File: config.mk
export PLATFORM = sky130hd
export DESIGN_NAME = hv_enable_mode_control
export DESIGN_NICKNAME = d
export VERILOG_FILES = /design/src/hold_timer.v /design/src/hv_enable_mode_control.v
export VERILOG_INCLUDE_DIRS = /design/src
export SDC_FILE = /design/constraint.sdc
export NUM_CORES = 1
export LEC_CHECK = 0
export ABC_AREA = 1
export BUFFER_PORTS_ARGS = -buffer_cell sky130_fd_sc_hd__buf_2
export CAP_MARGIN = 20
export CORE_MARGIN = 2
export CORE_UTILIZATION = 35
export CTS_BUF_LIST = sky130_fd_sc_hd__clkbuf_16
export DETAILED_ROUTE_END_ITERATION = 12
export GPL_TIMING_DRIVEN = 0
export PLACE_DENSITY = 0.54
export SETUP_SLACK_MARGIN = 0.05
export SYNTH_ARGS = -nofsm -noshare
export SYNTH_HDL_FRONTEND = slang
export SYNTH_HIERARCHICAL = 1
export SYNTH_SLANG_ARGS = --single-unit
File: constraint.sdc
create_clock -name clock_i -period 1.5 [get_ports clock_i]
set_clock_uncertainty 0.2 [all_clocks]
set_input_delay 0.075 -clock clock_i [delete_from_list [all_inputs] [get_ports clock_i]]
set_output_delay 0.075 -clock clock_i [all_outputs]
set_load 0.01 [all_outputs]
File: src/hv_enable_consts.vh
// constants for the high-voltage enable and mode control block
`ifndef HV_ENABLE_CONSTS_VH
`define HV_ENABLE_CONSTS_VH

// ----------------------------------------
// clock and timing
// ----------------------------------------
`define CLK_PERIOD_NS     8
`define HOLD_TIME_MS      2000
`define DEBOUNCE_TIME_MS  1
`define HOLD_CYCLES       (`HOLD_TIME_MS * (1000000 / `CLK_PERIOD_NS))
`define DEBOUNCE_CYCLES   (`DEBOUNCE_TIME_MS * (1000000 / `CLK_PERIOD_NS))
`define TIMER_W           28

// ----------------------------------------
// strap bank bit positions
// ----------------------------------------
`define STRAP_POLARITY    0
`define STRAP_RESTART     1
`define STRAP_MODE_A      2
`define STRAP_MODE_B      3

// ----------------------------------------
// operating modes
// ----------------------------------------
`define MODE_STANDARD     2'h0
`define MODE_SECONDARY    2'h1
`define MODE_REMOTE       2'h2

// ----------------------------------------
// display error codes
// ----------------------------------------
`define ERR_NONE          4'h0
`define ERR_PARAM_LOCKED  4'h4
`define ERR_SECONDARY     4'h6

// ----------------------------------------
// register offsets (byte addresses)
// ----------------------------------------
`define ADDR_W            8
`define REG_CTRL          8'h00
`define REG_STATE         8'h04
`define REG_IRQ_STAT      8'h08
`define REG_IRQ_MASK      8'h0c

// ----------------------------------------
// control and interrupt fields
// ----------------------------------------
`define CTRL_HV_ON        0
`define CTRL_HV_OFF       1
`define CTRL_ERR_CLR      2
`define IRQ_W             4
`define IRQ_HV_ON         0
`define IRQ_HV_DROP       1
`define IRQ_SECONDARY     2
`define IRQ_LOCKED        3
`define IRQ_MASK_RESET    4'h0

`endif

File: src/hold_timer.v
// saturating hold timer: flags a level held longer than a limit
`timescale 1ns/1ps
`include "hv_enable_consts.vh"
module hold_timer #(
	parameter [`TIMER_W-1:0] LIMIT = 28'h0000010
) (
	// clock and reset
	input  wire                clock_i,
	input  wire                rst_i,
	// held level
	input  wire                run_i,
	// limit passed
	output reg                 long_o
);

	reg [`TIMER_W-1:0] count;

	// count restarts each time the level goes away
	always @(posedge clock_i or posedge rst_i) begin
		if (rst_i) begin
			count  <= 28'h0000000;
			long_o <= 1'b0;
		end else if (!run_i) begin
			count  <= 28'h0000000;
			long_o <= 1'b0;
		end else if (count < LIMIT) begin
			count <= count + 28'h0000001;
		end else begin
			long_o <= 1'b1;
		end
	end

endmodule

File: src/hv_enable_mode_control.v
// high-voltage enable control with strap modes, interlocks and apb registers
// Notes on behaviour
// - two straps select mode zero, one, two
// - panel button and serial start or stop
// - output only with safety interlock closed
// - mode one needs remote input held low
// - mode one refused start shows secondary code
// - mode two starts on rise after long low
// - mode two stops on remote falling edge
// - mode two panel edits locked, show code
// - select at power-up in mode two enters special setup
// - restart strap re-enables output after power loss
// - polarity strap picks displayed sign
// - beep on functions unless jumper removed
// - panel start needs two second hold
`timescale 1ns/1ps
`include "hv_enable_consts.vh"
module hv_enable_mode_control #(
	parameter [`TIMER_W-1:0] HOLD_CYCLES     = `HOLD_CYCLES,
	parameter [`TIMER_W-1:0] DEBOUNCE_CYCLES = `DEBOUNCE_CYCLES
) (
	// clock and reset
	input  wire               clock_i,
	input  wire               rst_i,
	// straps and retained state
	input  wire [7:0]         config_strap_bank_i,
	input  wire               beeper_enable_jumper_i,
	input  wire               saved_hv_on_i,
	// interlocks and remote input
	input  wire               ground_sense_ok_i,
	input  wire               ground_fault_i,
	input  wire               remote_n_i,
	// front panel buttons
	input  wire               hv_button_i,
	input  wire               select_button_i,
	input  wire               raise_button_i,
	input  wire               lower_button_i,
	// serial commands
	input  wire               serial_hv_on_i,
	input  wire               serial_hv_off_i,
	// apb slave
	input  wire               psel_i,
	input  wire               penable_i,
	input  wire               pwrite_i,
	input  wire [`ADDR_W-1:0] paddr_i,
	input  wire [31:0]        pwdata_i,
	output reg  [31:0]        prdata_o,
	output wire               pready_o,
	output reg                pslverr_o,
	// high voltage and display
	output reg                hv_enable_o,
	output wire               interlock_open_o,
	output reg  [3:0]         error_code_o,
	output reg                special_setup_indicator_o,
	output reg                polarity_negative_o,
	output reg                beep_o,
	output reg                scroll_o,
	output reg                param_up_o,
	output reg                param_down_o,
	// interrupt
	output wire               irq_o
);

	// ----------------------------------------
	// helpers
	// ----------------------------------------
	function rise;
		input now_v;
		input old_v;
		begin
			rise = now_v & ~old_v;
		end
	endfunction

	// ----------------------------------------
	// straps captured once after reset release
	// ----------------------------------------
	reg       booted;
	reg [1:0] mode;
	reg       restart_en;
	reg       setup_mode;

	always @(posedge clock_i or posedge rst_i) begin
		if (rst_i) begin
			booted              <= 1'b0;
			mode                <= `MODE_STANDARD;
			restart_en          <= 1'b0;
			setup_mode          <= 1'b0;
			polarity_negative_o <= 1'b0;
		end else if (!booted) begin
			booted <= 1'b1;
			case ({config_strap_bank_i[`STRAP_MODE_B], config_strap_bank_i[`STRAP_MODE_A]})
				2'h1:    mode <= `MODE_SECONDARY;
				2'h2:    mode <= `MODE_REMOTE;
				default: mode <= `MODE_STANDARD;
			endcase
			restart_en          <= config_strap_bank_i[`STRAP_RESTART];
			polarity_negative_o <= config_strap_bank_i[`STRAP_POLARITY];
			// setup lasts until the next power cycle, which is the next reset
			setup_mode <= select_button_i &
				(config_strap_bank_i[`STRAP_MODE_B:`STRAP_MODE_A] == `MODE_REMOTE);
		end
	end

	always @(posedge clock_i or posedge rst_i) begin
		if (rst_i)
			special_setup_indicator_o <= 1'b0;
		else
			special_setup_indicator_o <= setup_mode;
	end

	// ----------------------------------------
	// remote input: sync, debounce, low timing
	// ----------------------------------------
	reg  remote_meta;
	reg  remote_sync;
	reg  remote_level;
	reg  remote_prev;
	wire remote_settled;
	wire remote_long_low;
	reg  long_low_seen;

	always @(posedge clock_i or posedge rst_i) begin
		if (rst_i) begin
			remote_meta  <= 1'b1;
			remote_sync  <= 1'b1;
			remote_level <= 1'b1;
			remote_prev  <= 1'b1;
		end else begin
			remote_meta  <= remote_n_i;
			remote_sync  <= remote_meta;
			remote_prev  <= remote_level;
			if (remote_settled)
				remote_level <= remote_sync;
		end
	end

	// a level change is taken only after it stood for the debounce time
	hold_timer #(.LIMIT(DEBOUNCE_CYCLES)) u_remote_debounce (
		.clock_i (clock_i),
		.rst_i   (rst_i),
		.run_i   (remote_sync != remote_level),
		.long_o  (remote_settled)
	);

	hold_timer #(.LIMIT(HOLD_CYCLES)) u_remote_low (
		.clock_i (clock_i),
		.rst_i   (rst_i),
		.run_i   (~remote_level),
		.long_o  (remote_long_low)
	);

	wire remote_rise = rise(remote_level, remote_prev);
	wire remote_fall = rise(remote_prev, remote_level);

	// remembers that the low phase was long enough, so the rise can start
	always @(posedge clock_i or posedge rst_i) begin
		if (rst_i)
			long_low_seen <= 1'b0;
		else if (remote_long_low)
			long_low_seen <= 1'b1;
		else if (remote_level)
			long_low_seen <= 1'b0;
	end

	// ----------------------------------------
	// front panel buttons
	// ----------------------------------------
	reg  hv_btn_prev;
	reg  sel_prev;
	reg  raise_prev;
	reg  lower_prev;
	reg  hv_long_prev;
	wire hv_btn_long;

	hold_timer #(.LIMIT(HOLD_CYCLES)) u_button_hold (
		.clock_i (clock_i),
		.rst_i   (rst_i),
		.run_i   (hv_button_i & ~hv_enable_o),
		.long_o  (hv_btn_long)
	);

	always @(posedge clock_i or posedge rst_i) begin
		if (rst_i) begin
			hv_btn_prev  <= 1'b0;
			sel_prev     <= 1'b0;
			raise_prev   <= 1'b0;
			lower_prev   <= 1'b0;
			hv_long_prev <= 1'b0;
		end else begin
			hv_btn_prev  <= hv_button_i;
			sel_prev     <= select_button_i;
			raise_prev   <= raise_button_i;
			lower_prev   <= lower_button_i;
			hv_long_prev <= hv_btn_long;
		end
	end

	// presses are ignored until boot, so a button held through reset gives no false edge
	wire panel_start = rise(hv_btn_long, hv_long_prev);
	wire panel_stop  = booted & rise(hv_button_i, hv_btn_prev) & hv_enable_o;
	wire sel_press   = booted & rise(select_button_i, sel_prev);
	wire raise_press = booted & rise(raise_button_i, raise_prev);
	wire lower_press = booted & rise(lower_button_i, lower_prev);
	wire edit_press  = raise_press | lower_press;
	wire edit_locked = (mode == `MODE_REMOTE) & ~setup_mode;

	// ----------------------------------------
	// start and stop decisions
	// ----------------------------------------
	reg  sw_on;
	reg  sw_off;
	reg  restart_done;
	wire restart_req = booted & ~restart_done & restart_en & saved_hv_on_i;
	wire interlock_ok   = ground_sense_ok_i & ~ground_fault_i;
	wire secondary_open = (mode == `MODE_SECONDARY) & remote_level;
	wire remote_start   = (mode == `MODE_REMOTE) & remote_rise & long_low_seen;
	wire remote_stop    = (mode == `MODE_REMOTE) & remote_fall & hv_enable_o;
	wire start_req = booted & (panel_start | serial_hv_on_i | sw_on |
		remote_start | restart_req);
	wire stop_req  = panel_stop | serial_hv_off_i | sw_off |
		remote_stop;
	wire drop_now  = ~interlock_ok | secondary_open;
	wire start_ok  = start_req & ~stop_req & ~drop_now & ~hv_enable_o;
	wire refuse_sec = start_req & ~hv_enable_o & secondary_open & interlock_ok;
	wire dropped   = hv_enable_o & (drop_now | stop_req);

	always @(posedge clock_i or posedge rst_i) begin
		if (rst_i)
			restart_done <= 1'b0;
		else if (booted)
			restart_done <= 1'b1; // only the first cycle after power-up may restart
	end

	assign interlock_open_o = ~ground_sense_ok_i;

	always @(posedge clock_i or posedge rst_i) begin
		if (rst_i)
			hv_enable_o <= 1'b0;
		else if (drop_now)
			hv_enable_o <= 1'b0;
		else if (stop_req)
			hv_enable_o <= 1'b0;
		else if (start_ok)
			hv_enable_o <= 1'b1;
	end

	// ----------------------------------------
	// display error code and panel actions
	// ----------------------------------------
	reg clr_err;

	always @(posedge clock_i or posedge rst_i) begin
		if (rst_i)
			error_code_o <= `ERR_NONE;
		else if (refuse_sec)
			error_code_o <= `ERR_SECONDARY;
		else if (edit_press & edit_locked)
			error_code_o <= `ERR_PARAM_LOCKED;
		else if (start_ok | clr_err)
			error_code_o <= `ERR_NONE;
	end

	always @(posedge clock_i or posedge rst_i) begin
		if (rst_i) begin
			scroll_o     <= 1'b0;
			param_up_o   <= 1'b0;
			param_down_o <= 1'b0;
			beep_o       <= 1'b0;
		end else begin
			scroll_o     <= sel_press;
			param_up_o   <= raise_press & ~edit_locked;
			param_down_o <= lower_press & ~edit_locked;
			beep_o       <= beeper_enable_jumper_i &
				(sel_press | edit_press | panel_start | panel_stop);
		end
	end

	// ----------------------------------------
	// apb slave: zero wait, read data latched in setup
	// ----------------------------------------
	reg  [`IRQ_W-1:0] irq_stat;
	reg  [`IRQ_W-1:0] irq_mask;
	wire setup_ph  = psel_i & ~penable_i;
	wire access_ph = psel_i & penable_i;
	wire wr_ok     = access_ph & pwrite_i & ~pslverr_o;
	wire [`IRQ_W-1:0] irq_set = {edit_press & edit_locked, refuse_sec,
		dropped, start_ok};
	reg  [`IRQ_W-1:0] irq_clr;

	assign pready_o = 1'b1;
	assign irq_o    = |(irq_stat & irq_mask);

	always @* begin
		irq_clr = {`IRQ_W{1'b0}};
		if (wr_ok && paddr_i == `REG_IRQ_STAT)
			irq_clr = pwdata_i[`IRQ_W-1:0];
	end

	always @(posedge clock_i or posedge rst_i) begin
		if (rst_i) begin
			prdata_o  <= 32'h00000000;
			pslverr_o <= 1'b0;
		end else if (setup_ph) begin
			pslverr_o <= 1'b0;
			case (paddr_i)
				`REG_CTRL:
					prdata_o <= 32'h00000000;
				`REG_STATE:
					prdata_o <= {20'h00000, error_code_o, 1'b0, polarity_negative_o,
						setup_mode, remote_level, ground_sense_ok_i, mode, hv_enable_o};
				`REG_IRQ_STAT:
					prdata_o <= {28'h0000000, irq_stat};
				`REG_IRQ_MASK:
					prdata_o <= {28'h0000000, irq_mask};
				default: begin
					prdata_o  <= 32'h00000000;
					pslverr_o <= 1'b1;
				end
			endcase
		end
	end

	always @(posedge clock_i or posedge rst_i) begin
		if (rst_i) begin
			sw_on    <= 1'b0;
			sw_off   <= 1'b0;
			clr_err  <= 1'b0;
			irq_mask <= `IRQ_MASK_RESET;
			irq_stat <= {`IRQ_W{1'b0}};
		end else begin
			sw_on    <= wr_ok & (paddr_i == `REG_CTRL) & pwdata_i[`CTRL_HV_ON];
			sw_off   <= wr_ok & (paddr_i == `REG_CTRL) & pwdata_i[`CTRL_HV_OFF];
			clr_err  <= wr_ok & (paddr_i == `REG_CTRL) & pwdata_i[`CTRL_ERR_CLR];
			if (wr_ok && paddr_i == `REG_IRQ_MASK)
				irq_mask <= pwdata_i[`IRQ_W-1:0];
			// a new event wins over a clear in the same cycle
			irq_stat <= (irq_stat & ~irq_clr) | irq_set;
		end
	end

endmodule

# Word level (Yosys, flattened, before mapping)
# Index checks and enable logic that the tools add are counted.
# word_totals
register_bits	158
input_bits	64
out_inout_bits	47
elab_cells	168
# op_classes
addsub	3
magnitude_cmp	3
n_eq_ne	13
n_mux	24
bitwise_logic	80
reduce_logical	9
# ops
cell	n
two-way mux 28 bit	6
adder 28 x 1 -> 28 bit, second input constant	3
less-than comparator 28 bit, second input constant	2
bitwise AND 1 bit	44
case mux 12 bit (3 select lines)	1
less-than comparator 28 x 17 -> 1 bit, second input constant	1
inverter 1 bit	18
== test 8 x 4 -> 1 bit, second input constant	2
two-way mux 4 bit	4
OR 1 bit	14
two-way mux 1 bit	12
inequality test 2 bit, second input constant	5
bitwise AND 4 bit	2
== test 8 x 3 -> 1 bit, second input constant	1
zero test 8 bit	1
OR reduction 4 bit	2
nonzero test 3 bit	2
== test 2 x 1 -> 1 bit, second input constant	2
== test 2 bit, second input constant	2
inverter 4 bit	1
OR 4 bit	1
case mux 2 bit (2 select lines)	1
nonzero test 2 bit	2
logical AND 1 bit	2
inequality test 1 bit	1

# Longest topological paths before layout
# logic_depth
word_depth	15
mapped_depth	9
mapped_depth_nobuf	9

# Hierarchy
# The synthesis kept the hierarchy.
# by_module_without_submodules
module	n_inst	cells_per_inst	area_per_inst_um2	seq_area_each_um2
hold_timer at u_button_hold ...	2	296	1981.9	725.7
hv_enable_mode_control	1	254	2185.8	1156.1
hold_timer at u_remote_debounce	1	236	1694.1	725.7

# Worst setup path after synthesis
# Ideal clock, no wire load.
# synth_timing
kind	register to register
from	register u_button_hold.count[0]
to	register u_button_hold.count[16]
setup_ns	0.127
arrival_time_ns	1.277
required_ns	1.173
path_slack_ns	-0.104
path_stages_with_launch	8
n_path_buf	0
synth_period_minus_slack_ns	1.604
cell_sequence	dfrtp_1 ha_1 inv_1 nor2_1 nand2_1 nor2_1 xor2_1 o21ai_0
# synth_between
elab_chain_len	3
elab_cells_between_ends	5
classes_between	add/sub (1); order compare (1); eq/ne (1); mux (2)
# synth_lines
item	line	source
from (decl)	hold_timer.v:16	reg [`TIMER_W-1:0] count;
from (signal assigned)	hold_timer.v:27	count <= count + 28'h0000001;
adder 28 x 1 -> 28 bit	hold_timer.v:27	
two-way mux 28 bit	hold_timer.v:26	end else if (count < LIMIT) begin
two-way mux 28 bit	hold_timer.v:23	end else if (!run_i) begin
# Parallel ways exist; a longest one is shown, timed or not. The select of a mux whose other input is x is not followed.
# A chain may end at the register's enable or synchronous reset.

# Worst setup path after layout
# layout_timing
from	register u_remote_low.count[20]
to	register u_remote_low.count[10]
# layout_between
elab_chain_len	2
# layout_lines
item	line
from (decl)	hold_timer.v:16
from (signal assigned)	hold_timer.v:27
less-than comparator 28 bit	hold_timer.v:26
nonzero test 2 bit (no source line)	--
# No other way between the ends.

==> reports/metrics.yaml <==
power_and_ir_drop:
  p_total_uw: 8390
  ir_worst_vdd_uv: 627
  p_leak_uw: 0.00559
  p_per_area_nw_per_um2: 703
critical_path:
  arrival_ns: 1.79
  critPathRequiredTime_ns: 1.61
  crit_path_start_kind: "register"
  r2r_slack_ns: -0.18
  cpMostUsedCell: "nand4_1"
  worstPathCellList: "inv_2, nand4_1, nor2_2, nand3_2, nand4_1, buf_6, clkbuf_16, o21ai_2"
  slowest_stage: "dfrtp_1"
  critPathCaptureType: "register"
  path_class: "reg2reg"
  max_stage_delay_ns: 0.40
  crit_fanout: 5
sta:
  setup_viol: 91
  period_needed_ns: 1.68
  timing.fmax_mhz: 595
  finalCritPeriodShare: 1.12
  rsz0062_at_grt: "yes"
  fin_ws_ns: -0.180
  worst_slew_margin_rel: 0.547
  hold_viol_final: 0
  final_max_slew_viol_count: 0
  tightest_slew_ns: 0.679
cells_and_area:
  num_antenna_cells: 0
  nets: 1406
  drive_gt1_frac: 0.434
  synthToLayoutAreaGrowth_pct: 52.1
  post-route-util: 0.545
synth:
  yosysMostFrequentCell: "nand2_1"
  ys_types: 35
  synth-simple-area-share: 0.374
  synth_top_family_by_area: "simple AND/OR/NAND/NOR gates"
  yosysWarnings: 6
  syn_inst: 1082
  synthTopCellsByArea: "dfrtp_1 (41%), nand2_1 (14%), nand3_1 (10%), nor2_1 (6.8%), inv_1 (5.4%)"
  synth_compound_area_frac: 0.0522
  netlist_area_sq_um: 7840
  ys_async_sr_fraction: 1.00
  synth_fa_ha_area_frac: 0.00479
  ys_seq_area_frac: 0.425
  synth_top_area_share: 0.412
  synth_top_cell_by_area: "dfrtp_1"
  synth-edff-count: 0
  synth_seq_cells: 133
  synthMuxAreaShare: 0
  synthXorXnorAreaFrac: 0.0402
  synth_area_per_cell_sq_um: 7.25
  synth.top_cells.by_count: "nand2_1 (287), nand3_1 (158), nor2_1 (143), dfrtp_1 (129), inv_1 (113)"
  synth_top_flop_cell: "dfrtp_1"
floorplan:
  rows: 54
  initial_core_util: 0.358
  die_h_um: 154
  core_sq_um: 21900
  ioPinCount: 111
  dieArea_sq_um: 23600
  die_w_um: 154
clocking:
  clk_pin_slew_ns: 0.06
  cts_max_path_buffers: 2
  numCtsBuffers: 17
  clock-sinks: 133
  cts-root-buf: "clkbuf_16"
  tritoncts: "built"
  h-tree-depth: 4
  clock_latency_ns: 0.43
route:
  drc_errors: 0
  vias_per_cell: 4.82
  antenna_left: 0
  drtIter0Drc: 526
  vias: 7854
  first_pass_iters: 5
  wl_per_cell_um: 13.9
  finalWirelength_mm: 22.7
placed_design:
  place_congestion: 0.883
  dp_hpwl_mm: 14.6
  port-buffer-count: 52
global_routing:
  grt_max_degree: 44
  grtUsageTotal: 0.185
  overflow: 0
  antenna_found_initial: 0
  grt_pass1_wl_mm: 36.0
  grt_pass1_vias: 7355
hold_path:
  hold_path_class: "in2reg"
run:
  cap_violations: 0
outcome:
  status: "finished with violations"
  violations: "negative setup slack"
-- per-stage QoR --
step	hold WS (ns)	setup slack [ns]	area, sq um	cells	TNS, ns
after CTS	0.0367	-0.151	11000	1589	-9.00
after floorplan	-0.121	-0.00134	8290	1107	-0.00134
after detailed placement	-0.0306	-0.336	9000	1443	-17.15
final	0.0382	-0.180	11900	1631	-11.83
after global placement	0.0117	-0.553	8900	1439	-40.49
after global routing	0.0962	-0.280	11900	1631	-19.24
-- kinds of logic (layout without fill, tap and decap cells) --
kind of cell,count (synthesis),in the layout
fa+ha+maj,3,3
compound gates,77,77
other cells,2,27
buf+inv,172,415
simple gates,659,660
flops,133,133
xor+xnor,36,36
-- where the power goes --
| group | internal [uW] | switching [uW] | leakage [uW] |
|---|---|---|---|
| combinational | 316 | 379 | 0.00360 |
| sequential | 3660 | 61.6 | 0.00172 |
| clock | 2390 | 1590 | 0.000275 |
-- flip-flops by register name, indices dropped and copies added, names as in the netlist, 2 cells and up --
name                     count
u_button_hold/count         28
u_remote_debounce/count     28
u_remote_low/count          28
prdata_o                     9
irq_mask                     4
irq_stat                     4
error_code_o                 2
mode                         2
-- cell type report --
cell class	instances	area, sq um
fillers	2001	9960
multi-input cells	803	4920
flip-flops and latches	133	3380
repair buffers	212	1760
plain buffers	53	522
inverters	119	453
clock buffers	17	425
well taps	280	350
clock inverters	14	123
-- worst paths after layout --
path	cells past startpoint	to	start
max	8	u_remote_low/count[10]	u_remote_low/count[20]
min reg2reg	0	remote_sync	remote_meta
min in group asynchronous	3	u_button_hold/count[27]	rst_i
min	8	irq_stat[3]	paddr_i[4]
max reg2reg	8	u_remote_low/count[10]	u_remote_low/count[20]
max in group asynchronous	4	u_remote_low/count[21]	rst_i
-- worst max-delay path, delay by kind of cell, from the launching register on --
family / cells / cell delay (ns)
AND/OR/NAND/NOR: 4 / 0.52
flip-flops: 1 / 0.40
buffers and inverters: 3 / 0.39
AO/OA/AOI/OAI: 1 / 0.05
-- placed cells by master, fill, tap and decap left out, types with 23 or more instances in the layout --
master / netlist / routed
dfrtp_1: 129 / 90
nand2_2: 7 / 44
nand2_1: 287 / 239
nand3_2: 3 / 61
dfrtp_2: 0 / 39
conb_1: 2 / 27
buf_2: 10 / 55
nor2_1: 143 / 90
inv_2: 6 / 23
nand3_1: 158 / 89
inv_1: 113 / 97
nor2_2: 12 / 45
nor2_4: 5 / 25
dlygate4sd3_1: 0 / 25
o21ai_2: 0 / 30
buf_4: 26 / 138
xor2_1: 25 / 24
-- what timing repair did --
action | CTS | global route
hold buffers | 25 | 2
gates cloned | 6 | 4
pin swaps | 42 | 70
setup buffers | 84 | 38
endpoints found under the hold margin | 141 | 8
endpoints found under the setup margin | 99 | 114
gates resized for setup | 166 | 162
-- metal layers --
layer  GRT usage  wire (um)  part of all wire
met5           0          0                 0
met2       0.302      11000              0.48
met4      0.0603        435             0.019
met1       0.255      10400              0.46
met3      0.0268        860             0.038
No activity file was read; power rests on OpenSTA's default activity.
